**src/shared/piconet_map.svh**
```systemverilog
// constants for the piconet slot scheduler
`ifndef PICONET_MAP_SVH
`define PICONET_MAP_SVH
`define CLK_PERIOD_NS 20
`define SLOT_US 625
`define HALF_SLOT_CYC ((`SLOT_US * 1000 / 2) / `CLK_PERIOD_NS)
`define FULL_BASE_MHZ 12'h962
`define FULL_CHANNELS 7'h4f
`define REDUCED_CHANNELS 7'h17
`define MAX_SLOTS 3'h5
`define SCO_LIMIT 2'h3
`define SCO_LIMIT_MULTI 2'h2
`define SCO_ENTRIES 3
`define BROADCAST_ADDR 3'h0
`endif

```
**src/shared/piconet_pkg.sv**
```systemverilog
// types for the piconet slot scheduler
package piconet_pkg;
  typedef enum logic [1:0] {TX_SCO, TX_ACL, TX_POLL} txKind_t;
  typedef enum logic {SCHED_FREE, SCHED_BUSY} schedState_t;
  typedef struct packed {
    txKind_t kind;
    logic [2:0] len;
    logic [2:0] dest;
    logic retx;
  } txInfo_t;
  typedef struct packed {
    logic [7:0] syncIntervalSlots;
    logic [7:0] syncOffsetSlots;
    logic initFlag;
  } scoCfg_t;
endpackage : piconet_pkg

```
**src/rtl/piconet_slot_scheduler.sv**
```systemverilog
// slot timing and channel access scheduler for a hopping tdd link
`timescale 1ns/1ps
`include "piconet_map.svh"
// Notes on behaviour
// - at most seven active slaves, parked never served
// - carrier is base plus channel index k
// - timeline cut into 625 us slots
// - slot number from master clock, wraps at 2^27
// - master starts even slots, slave odd slots
// - every packet starts on a slot boundary
// - a packet spans at most five slots
// - multi-slot packet keeps first slot's hop clock
// - slot after packet uses current clock again
// - at most three sync links, two multi-master
// - sync packets are never retransmitted
// - master sends in every reserved sync slot; here it skips one that its own multi-slot packet covers
// - sync slave answers unless another slave addressed; here it also skips one its own multi-slot packet covers
// - init method from clock msb, slave uses flag
// - reserved slot where clock mod interval equals offset
// - slave sync slot directly follows master slot
// - next reserved slot is current plus interval
// - async traffic only in unreserved slots; here only a packet's first slot is checked
// - one async link per master and slave
// - slave answers async only when addressed
// - unaddressed async packets taken as broadcast
// - nothing queued and no poll means silence
module piconet_slot_scheduler #(
  parameter int HALF_SLOT_CYC = `HALF_SLOT_CYC
) (
  input wire logic clk_sys,
  input wire logic reset_n,
  input wire logic isMaster,
  input wire logic multiMaster,
  input wire logic [2:0] myAddr,
  input wire logic [6:0] activeMask,
  input wire logic clkLoad,
  input wire logic [27:0] clkLoadValue,
  input wire logic [6:0] hopIndex,
  input wire logic reducedBand,
  input wire logic [11:0] reducedBase,
  input wire logic aclReq,
  input wire logic [2:0] aclLen,
  input wire logic [2:0] aclDest,
  input wire logic aclRetx,
  input wire logic pollReq,
  input wire logic rxStrobe,
  input wire logic rxDecodeOk,
  input wire logic [2:0] rxAddr,
  input wire logic scoSetup,
  input wire logic scoRelease,
  input wire logic [1:0] scoIndex,
  input wire piconet_pkg::scoCfg_t scoCfg,
  output logic [27:0] masterClock,
  output logic [27:0] hopClock,
  output logic slotStart,
  output logic [11:0] carrierMhz,
  output logic carrierValid,
  output logic txStart,
  output piconet_pkg::txInfo_t txInfo,
  output logic txActive,
  output logic aclTaken,
  output logic rxAccept,
  output logic rxBroadcast,
  output logic [2:0] scoActive,
  output logic scoRefused
);

  // ****************************************
  // slot timing
  // ****************************************
  logic [15:0] halfCnt;
  piconet_pkg::schedState_t state;
  logic [2:0] remain;
  logic scoPrev;
  logic addressedMe;
  logic otherAddressed;

  // two half-slot ticks make one 625 us slot
  wire halfTick = (halfCnt == 16'(HALF_SLOT_CYC - 1));
  // 28-bit clock wrap gives the 2^27 slot wrap
  wire [27:0] nextClk = masterClock + 28'h1;
  wire slotEdge = halfTick && !nextClk[0];
  wire [26:0] newSlot = nextClk[27:1];
  wire evenSlot = !newSlot[0];

  always_ff @(posedge clk_sys or negedge reset_n) begin
    if (!reset_n) begin
      halfCnt <= 16'h0;
      masterClock <= 28'h0;
    end else if (clkLoad) begin
      halfCnt <= 16'h0;
      masterClock <= clkLoadValue;
    end else begin
      halfCnt <= halfTick ? 16'h0 : halfCnt + 16'h1;
      masterClock <= halfTick ? nextClk : masterClock;
    end
  end

  // ****************************************
  // synchronous reservations
  // ****************************************
  logic [2:0] scoWait;
  logic [2:0] scoMeth;
  logic [7:0] scoIntv [3];
  logic [7:0] scoOfs [3];
  logic [26:0] scoNext [3];
  wire [2:0] initHit;
  wire [2:0] resHit;
  wire [1:0] scoCount = {1'b0, scoActive[0]} + {1'b0, scoActive[1]} +
    {1'b0, scoActive[2]};
  // a slave in several piconets holds fewer links
  wire [1:0] scoLimit = (!isMaster && multiMaster) ?
    `SCO_LIMIT_MULTI : `SCO_LIMIT;
  wire setupOk = scoSetup && scoIndex != 2'h3 &&
    !scoActive[scoIndex] && scoCount < scoLimit &&
    scoCfg.syncIntervalSlots != 8'h0;
  // master picks method by clock msb, slave obeys the flag
  wire setupMeth = isMaster ? masterClock[27] : scoCfg.initFlag;

  generate
    for (genvar i = 0; i < `SCO_ENTRIES; i++) begin : g_sco
      // method two inverts the clock msb to dodge wrap trouble
      wire [26:0] key = scoMeth[i] ?
        {~newSlot[26], newSlot[25:0]} : newSlot;
      wire [26:0] rem = key % {19'h0, scoIntv[i]};
      assign initHit[i] = scoActive[i] && scoWait[i] &&
        rem == {19'h0, scoOfs[i]};
      assign resHit[i] = scoActive[i] && !scoWait[i] &&
        newSlot == scoNext[i];
      wire mine = setupOk && scoIndex == 2'(i);
      wire gone = scoRelease && scoIndex == 2'(i);
      always_ff @(posedge clk_sys or negedge reset_n) begin
        if (!reset_n) begin
          scoActive[i] <= 1'b0;
          scoWait[i] <= 1'b0;
          scoMeth[i] <= 1'b0;
          scoIntv[i] <= 8'h0;
          scoOfs[i] <= 8'h0;
          scoNext[i] <= 27'h0;
        end else if (gone) begin
          scoActive[i] <= 1'b0;
        end else if (mine) begin
          scoActive[i] <= 1'b1;
          scoWait[i] <= 1'b1;
          scoMeth[i] <= setupMeth;
          scoIntv[i] <= scoCfg.syncIntervalSlots;
          scoOfs[i] <= scoCfg.syncOffsetSlots;
        end else if (slotEdge && (initHit[i] || resHit[i])) begin
          scoWait[i] <= 1'b0;
          scoNext[i] <= newSlot + {19'h0, scoIntv[i]};
        end
      end
    end
  endgenerate

  // ****************************************
  // channel access decision
  // ****************************************
  wire scoHit = |(initHit | resHit);
  wire lenOk = aclLen == 3'h1 || aclLen == 3'h3 ||
    aclLen == `MAX_SLOTS;
  // one link per address; parked slaves own no bit here
  wire destOk = aclDest == `BROADCAST_ADDR ||
    activeMask[3'(aclDest - 3'h1)];
  wire freeSlot = state == piconet_pkg::SCHED_FREE || remain <= 3'h1;
  wire mSlot = freeSlot && isMaster && evenSlot;
  wire sSlot = freeSlot && !isMaster && !evenSlot;
  wire mSco = mSlot && scoHit;
  wire mAcl = mSlot && !scoHit && aclReq && lenOk && destOk;
  wire mPoll = mSlot && !scoHit && !mAcl && pollReq && destOk;
  // a failed decode never counts as another slave
  wire sSco = sSlot && scoPrev && !otherAddressed;
  wire sAcl = sSlot && !sSco && addressedMe && aclReq && lenOk;
  wire startNow = mSco || mAcl || mPoll || sSco || sAcl;
  wire scoNow = mSco || sSco;
  wire pollNow = mPoll && !mSco;

  // packet start, length tracking and hop clock hold
  always_ff @(posedge clk_sys or negedge reset_n) begin
    if (!reset_n) begin
      state <= piconet_pkg::SCHED_FREE;
      remain <= 3'h0;
      hopClock <= 28'h0;
      txStart <= 1'b0;
      txActive <= 1'b0;
      aclTaken <= 1'b0;
      slotStart <= 1'b0;
      scoPrev <= 1'b0;
      txInfo <= '{piconet_pkg::TX_ACL, 3'h0, 3'h0, 1'b0};
    end else begin
      slotStart <= slotEdge;
      txStart <= slotEdge && startNow;
      aclTaken <= slotEdge && (mAcl || sAcl);
      if (slotEdge) begin
        scoPrev <= scoHit && evenSlot;
      end
      if (clkLoad) begin
        hopClock <= clkLoadValue;
      end else if (slotEdge && freeSlot) begin
        hopClock <= nextClk;
      end
      if (slotEdge && !freeSlot) begin
        remain <= remain - 3'h1; // hop clock held
      end else if (slotEdge && startNow) begin
        state <= piconet_pkg::SCHED_BUSY;
        txActive <= 1'b1;
        remain <= (scoNow || pollNow) ? 3'h1 : aclLen;
        txInfo.kind <= scoNow ? piconet_pkg::TX_SCO :
          (pollNow ? piconet_pkg::TX_POLL : piconet_pkg::TX_ACL);
        txInfo.len <= (scoNow || pollNow) ? 3'h1 : aclLen;
        txInfo.dest <= isMaster ? aclDest : myAddr;
        txInfo.retx <= !scoNow && aclRetx;
      end else if (slotEdge) begin
        state <= piconet_pkg::SCHED_FREE;
        txActive <= 1'b0;
        remain <= 3'h0;
      end
    end
  end

  // ****************************************
  // receive side addressing
  // ****************************************
  wire rxMine = rxDecodeOk && rxAddr == myAddr;
  wire rxBcast = rxDecodeOk && rxAddr == `BROADCAST_ADDR;
  // set wins over the clear at the next master slot start
  always_ff @(posedge clk_sys or negedge reset_n) begin
    if (!reset_n) begin
      addressedMe <= 1'b0;
      otherAddressed <= 1'b0;
      rxAccept <= 1'b0;
      rxBroadcast <= 1'b0;
      scoRefused <= 1'b0;
    end else begin
      if (rxStrobe) begin
        addressedMe <= rxMine;
        otherAddressed <= rxDecodeOk && !rxMine && !rxBcast;
      end else if (slotEdge && evenSlot) begin
        addressedMe <= 1'b0;
        otherAddressed <= 1'b0;
      end
      rxAccept <= rxStrobe && (rxMine || rxBcast);
      rxBroadcast <= rxStrobe && rxBcast;
      scoRefused <= scoSetup && !setupOk;
    end
  end

  // ****************************************
  // hop carrier
  // ****************************************
  wire [11:0] base = reducedBand ? reducedBase : `FULL_BASE_MHZ;
  wire [6:0] chanCount = reducedBand ? `REDUCED_CHANNELS : `FULL_CHANNELS;
  // the index comes from a hop generator fed by hopClock
  always_ff @(posedge clk_sys or negedge reset_n) begin
    if (!reset_n) begin
      carrierMhz <= 12'h0;
      carrierValid <= 1'b0;
    end else begin
      carrierMhz <= base + {5'h0, hopIndex};
      carrierValid <= hopIndex < chanCount;
    end
  end
endmodule : piconet_slot_scheduler

```
**config.mk**
```make
export PLATFORM = sky130hd
export DESIGN_NAME = piconet_slot_scheduler
export DESIGN_NICKNAME = d
export VERILOG_FILES = /design/src/shared/piconet_pkg.sv /design/src/rtl/piconet_slot_scheduler.sv
export VERILOG_INCLUDE_DIRS = /design/src /design/src/shared
export SDC_FILE = /design/constraint.sdc
export NUM_CORES = 2
export LEC_CHECK = 0
export ABC_AREA = 1
export BUFFER_PORTS_ARGS = -buffer_cell sky130_fd_sc_hd__buf_2
export CAP_MARGIN = 20
export CORE_MARGIN = 4
export CORE_UTILIZATION = 25
export CTS_BUF_LIST = sky130_fd_sc_hd__clkbuf_8 sky130_fd_sc_hd__clkbuf_16
export CTS_CLUSTER_DIAMETER = 200
export DETAILED_ROUTE_END_ITERATION = 10
export PLACE_DENSITY_LB_ADDON = 0.2
export SETUP_SLACK_MARGIN = 0.3
export SYNTH_ARGS = -nofsm -noshare
export SYNTH_HDL_FRONTEND = slang
export SYNTH_SLANG_ARGS = --single-unit
```
**constraint.sdc**
```tcl
create_clock -name clk_sys -period 49.2 [get_ports clk_sys]
set_input_delay 7.38 -clock clk_sys [delete_from_list [all_inputs] [get_ports clk_sys]]
set_output_delay 7.38 -clock clk_sys [all_outputs]
set_load 0.02 [all_outputs]
```
Word-level counts from Yosys, hierarchy flattened
Index checks and enable logic that the tools add are counted.

word-level totals
  register bits after elaboration = 245
  input port bits = 98
  output and inout bits = 88
  word-level logic and storage cells = 240

cells by class
  $add $sub $neg = 10
  div/mod/pow operators = 3
  order comparisons = 5
  equal/unequal tests = 14
  multiplexer cells = 41
  bitwise gates (word level) = 10
  reduce and logical (&&, ||, !) cells = 119

operator list
  kind                   count
  $mux 28                4
  $add 27x8->27          3
  $eq 27x27->1           3
  $eq 27x8->1            3
  $mod 27x8->27          3
  $mux 27                3
  $logic_and 1x1->1      60
  $mux 16                2
  $add 28x1->28 const B  1
  $mux 1                 21
  $reduce_bool 2->1      10
  $logic_not 1->1        17
  $add 16x1->16 const B  1
  $eq 16x14->1 const B   1
  $reduce_and 2->1       8
  $logic_or 1x1->1       15
  $mux 3                 5
  $add 12x7->12          1
  $mux 12                1
  $not 1->1              9
  $reduce_and 3->1       3
  $reduce_bool 8->1      1
  $lt 7x7->1             1
  $mux 7                 1
  22 further kinds       25

Depth between registers and ports, before layout
  word-level depth = 23
  depth in mapped cells = 433
  mapped depth without buffers = 407

Least setup slack after synthesis
Ideal clock, no wire load.

  kind = register to register
  from = register masterClock[13]
  to = register remain[0]
  setup time = 127 ps
  arrival = 54,357 ps
  data required time = 49,073 ps
  path slack = -5,284 ps
  stages on the path, launching flop included = 417
  path buffers = 29
  period minus slack after synthesis = 54,484 ps
  path through = dfrtp_1 -> nand2_1 -> nor2_2 -> nand2_2 -> nor2_4 -> nand3_2 -> nand2_4 -> xor2_1 -> ha_1 -> nand2_1 -> nand2_1 -> o21ai_1 -> inv_1 -> ha_1 -> o21ai_0 -> nand2_1 -> nand2_1 -> nand2_1 -> (+381 left out) -> buf_6 -> nand2_1 -> nand3_1 -> nand2_1 -> nor2_1 -> nand2_1 -> nor2_1 -> nand4_1 -> nand2_2 -> nor2_1 -> nand2_1 -> nand2_1 -> nand2_2 -> nor2_4 -> nand2_4 -> nand2_4 -> buf_8 -> nand3_2

between the ends
  word-level cells in the longest chain between the ends = 23

RTL lines
  what                             line                                                          RTL
  start, declared                  piconet_slot_scheduler.sv:53                                  output logic [27:0] masterClock,
  start signal, assigned           piconet_slot_scheduler.sv:92                                  masterClock <= clkLoadValue;
  start signal, assigned           piconet_slot_scheduler.sv:95                                  masterClock <= halfTick ? nextClk : masterClock;
  $add 28x1->28 *                  piconet_slot_scheduler.sv:81                                  wire [27:0] nextClk = masterClock + 28'h1;
  $not 1->1                        piconet_slot_scheduler.sv:124                                 {~newSlot[26], newSlot[25:0]} : newSlot;
  $mux 27                          piconet_slot_scheduler.sv:123                                 wire [26:0] key = scoMeth[i] ?
  $mod 27x8->27                    piconet_slot_scheduler.sv:125                                 wire [26:0] rem = key % {19'h0, scoIntv[i]};
  $eq 27x8->1                      piconet_slot_scheduler.sv:127                                 rem == {19'h0, scoOfs[i]};
  $logic_and 1x1->1                piconet_slot_scheduler.sv:126                                 assign initHit[i] = scoActive[i] && scoWait[i] &&
  $or 3x3->3 *                     piconet_slot_scheduler.sv:159                                 wire scoHit = |(initHit | resHit);
  $reduce_or 3->1 *                piconet_slot_scheduler.sv:159
  $logic_not 1->1                  piconet_slot_scheduler.sv:169, piconet_slot_scheduler.sv:170
  $logic_and 1x1->1                piconet_slot_scheduler.sv:169, piconet_slot_scheduler.sv:170
  $logic_and 1x1->1 (3 in series)  piconet_slot_scheduler.sv:169                                 wire mAcl = mSlot && !scoHit && aclReq && lenOk && destOk;
  $logic_not 1->1                  piconet_slot_scheduler.sv:170                                 wire mPoll = mSlot && !scoHit && !mAcl && pollReq && destOk;
  $logic_and 1x1->1 (3 in series)  piconet_slot_scheduler.sv:170
  $logic_or 1x1->1 (3 in series)   piconet_slot_scheduler.sv:174                                 wire startNow = mSco || mAcl || mPoll || sSco || sAcl;
  $logic_and 1x1->1                piconet_slot_scheduler.sv:204                                 end else if (slotEdge && startNow) begin
  $mux 3                           piconet_slot_scheduler.sv:204
  $mux 3                           piconet_slot_scheduler.sv:202                                 if (slotEdge && !freeSlot) begin
  end signal, assigned             piconet_slot_scheduler.sv:203                                 remain <= remain - 3'h1;
  end signal, assigned             piconet_slot_scheduler.sv:207                                 remain <= (scoNow || pollNow) ? 3'h1 : aclLen;
  end, declared                    piconet_slot_scheduler.sv:73                                  logic [2:0] remain;

Mark *: on every way between the ends. The rest lies on a longest branch, timed or not.
A chain may end at the register's enable or synchronous reset.

Worst setup path after layout
  from = register masterClock[18]
  to = register scoNext[21] (netlist name)

between the ends
  word-level cells in the longest chain between the ends = 9

RTL lines
  what                           line                           RTL
  $add 28x1->28 *                piconet_slot_scheduler.sv:81
  $not 1->1                      piconet_slot_scheduler.sv:124
  $mux 27                        piconet_slot_scheduler.sv:123
  $mod 27x8->27                  piconet_slot_scheduler.sv:125
  $eq 27x8->1                    piconet_slot_scheduler.sv:127
  $logic_and 1x1->1              piconet_slot_scheduler.sv:126
  $logic_or 1x1->1               piconet_slot_scheduler.sv:148  end else if (slotEdge && (initHit[i] || resHit[i])) begin
  $logic_and 1x1->1              piconet_slot_scheduler.sv:148
  $reduce_and 3->1 (no line)     --
  end signal, assigned by index  piconet_slot_scheduler.sv:150  scoNext[i] <= newSlot + {19'h0, scoIntv[i]};
  end, declared                  piconet_slot_scheduler.sv:106  logic [26:0] scoNext [3];

Marked as above.

==> flow_summary.yaml <==
drt:
  via_count: 78700
  vias_per_cell: 4.51
  wl_met3_mm: 8.28
  wire_per_inst_um: 15.4
  drt_first_pass_iters: 7
  drt_iter0_drc: 4247
  wl_met2_mm: 123
  wl_met1_mm: 132
  routed.top_layer: "met5"
  antenna_left: 0
  drcViolationCount: 0
  wirelength_mm: 269
final_layout:
  post-route-cell-area_mm2: 0.0983
  area_delta_synth_final_pct: 47.9
  num-nets-final: 14600
  drive_gt1_share_pct: 37.1
  filler_cell_count: 29200
sta:
  rsz0062_at_grt: "true"
  setup_viol: 0
  min_period_ps: 47910
  post-route-period-util_pct: 97.4
  timing.final.ws_setup_ps: 1290
  final.setup.tns_ps: 0
  fmax_mhz: 20.9
  slew_violations: 0
  slew_headroom_pct: 17.7
  finalHoldViolCount: 0
  worst_clock_skew_ps: 25.9
  worst_pin_slew_ps: 1220
cts:
  clockBufferDepth: 3
  cts_root_buf: "clkbuf_16"
  clkTransAtPathRegs_ps: 70
  hold_buffers: 0
  clock-sinks: 245
  cts_tree: "yes"
  h-tree-depth: 1
  numCtsBuffers: 31
  clk_latency_ps: 630
grt:
  grt_pass1_wl_mm: 406
  grt_pass1_vias: 72600
  antenna_found_initial: 6
  grt_use_total_pct: 18.4
  grt_max_degree: 146
  grt-ovfl-total: 0
synth:
  syn_inst: 11100
  netlist_area_mm2: 0.0665
  synth_edf_count: 0
  synth-seq-area-share_pct: 9.23
  ys.flop_type: "dfrtp_1"
  syn_area_per_cell_um2: 5.98
  syn-num-nets: 11800
  synthArstFlopShare_pct: 100
  synth.ff_latch_count: 245
  ys.warnings.count: 0
  synth_cell_types: 95
floorplanning:
  die_area_mm2: 0.274
  die_h_um: 524
  initial_core_util_pct: 25.1
  core_mm2: 0.265
  io_pins: 186
  row_count: 189
  die_w_um: 524
placement:
  gp_congestion: 0.886
  place.port_buffers: 185
  place_area_mm2: 0.0885
  dp_hpwl_mm: 218
  dp_slack_ps: -1760
setup_path:
  cp_slowest_cell: "a21oi_1"
  critPathArrivalTime_ps: 48430
  cp_max_fo: 8
  cpMostUsedCell: "nand2_2"
  r2r_start: "masterClock[18]$_DFFE_PN0P_"
  cp-start-kind: "flop"
  path_buf_inv: 90
  crit_family: "simple AND/OR/NAND/NOR gates"
  critPathRequiredTime_ps: 49720
  path_class: "flop to flop"
  path_depth: 391
  r2r_slack_ps: 1290
  critPathCaptureType: "flop"
  critical-path-max-stage-delay_ps: 510
  critPathLaunch: "masterClock[18]$_DFFE_PN0P_"
  reg2reg_depth: 391
min_path:
  hp-start: "halfCnt[0]$_DFF_PN0_"
  min_path_type: "flop to flop"
  hold_depth: 1
flow_run:
  maxCapViolations: 0
run_status:
  outcome: "completed"
## registers in the layout, summed over array words and instances, names as in the netlist, 9 cells and up
register     count
scoOfs          24
carrierMhz      12
txInfo           9
masterClock     28
hopClock        28
halfCnt         16
scoNext         81
scoIntv         24
## cells by family (layout without fill, tap and decap cells)
kind of cell             count (synthesis)  count (layout)  synth area share [%]
AND/OR/NAND/NOR                       6215            6232                  45.7
buffers and inverters                 1930            4713                  12.5
AO/OA/AOI/OAI                         1504            1504                  12.8
adder cells (fa/ha/maj)                618             618                  11.7
XOR/XNOR                               603             603                  7.97
flip-flops                             245             245                  9.23
multiplexers                             4               4                0.0640
other                                    0               5                     0
## metrics by stage
stage               hold WS, ps  utilization [%]  instances
floorplan                   432                -      11100
global placement            456             33.4      16900
detailed placement          448             33.4      16900
CTS                         464             34.5      17100
global route                493             37.1      17500
finish                      458             37.1      17500
## metal layers
layer,GRT usage (%),vias to the layer above
li1,-,41700
met1,26.4,35700
met2,30.8,1087
met3,0.921,210
met4,2.87,2
met5,0,-
## layout make-up
| cell class | count | area (µm²) | share of cell area [%] |
|---|---|---|---|
| Clock buffer | 40 | 900 | 0.915 |
| Multi-Input combinational cell | 8961 | 57700 | 58.7 |
| Antenna cell | 5 | 12.5 | 0.0127 |
| Clock inverter | 16 | 155 | 0.158 |
| Timing Repair inverter | 5 | 30.0 | 0.0306 |
| Inverter | 1740 | 6810 | 6.93 |
| Timing Repair Buffer | 2912 | 22100 | 22.4 |
| Tap cell | 3533 | 4420 | 4.50 |
| Sequential cell | 245 | 6150 | 6.26 |
## worst paths after layout
path,end
min in group asynchronous,scoOfs[2]$_DFFE_PN0P_
min,halfCnt[0]$_DFF_PN0_
max in group asynchronous,hopClock[24]$_DFFE_PN0P_
max reg2reg,scoNext[21]$_DFFE_PN0P_
min reg2reg,halfCnt[0]$_DFF_PN0_
max,scoNext[21]$_DFFE_PN0P_
## layout by cell type (no fill, tap or decap), types with 152 or more instances in the layout
master / synthesis / layout
o21ai_2: 52 / 200
nand2_2: 334 / 525
nand3_1: 849 / 801
nand4_1: 299 / 299
nor2_2: 129 / 179
xnor2_1: 217 / 216
nand2_4: 102 / 152
ha_1: 610 / 505
nand3_2: 180 / 200
a21oi_1: 400 / 249
nand2_1: 2938 / 2694
inv_1: 1604 / 1502
buf_2: 6 / 184
o21ai_0: 665 / 433
nor2_1: 902 / 807
dfrtp_1: 244 / 226
buf_4: 13 / 2633
xor2_1: 385 / 383
## Yosys cell counts (all sizes together) (3+ instances only)
master   count  share of area (%)
and2        16               0.16
nor4        27               0.28
o221ai       4              0.053
nor2      1129                8.0
inv       1697                9.7
xor2       386                5.1
o31ai       34               0.38
o22ai        8              0.075
a2111oi      5              0.066
a211oi      10               0.11
and3         3              0.032
xnor2      217                2.9
or3          4              0.047
a21boi       6              0.073
o21ai      816                6.5
a31oi       15               0.14
nand2     3378                 22
clkbuf      80               0.66
o211ai      26               0.29
ha         610                 11
a221oi       8               0.11
or2         91               0.86
nor3       135                1.2
a21o        61               0.69
dfrtp      244                9.2
nand3b      64               0.73
buf        109                1.8
clkinv      40               0.26
nand3     1050                9.7
a21oi      405                3.1
a221o        3              0.045
fa           8               0.24
nor3b        5              0.056
o21bai      66               0.75
o21a        14               0.16
o2111ai     14               0.19
nand4      311                3.1
## repair_timing
item,4_1_cts,5_1_grt
gates cloned,10,21
pin swaps,167,752
resized for setup,153,989
setup endpoints to repair,100,100
setup buffers,143,330
Power is not shown: default switching activity piles up to over one toggle a cycle in this logic, so the estimate is an artifact.
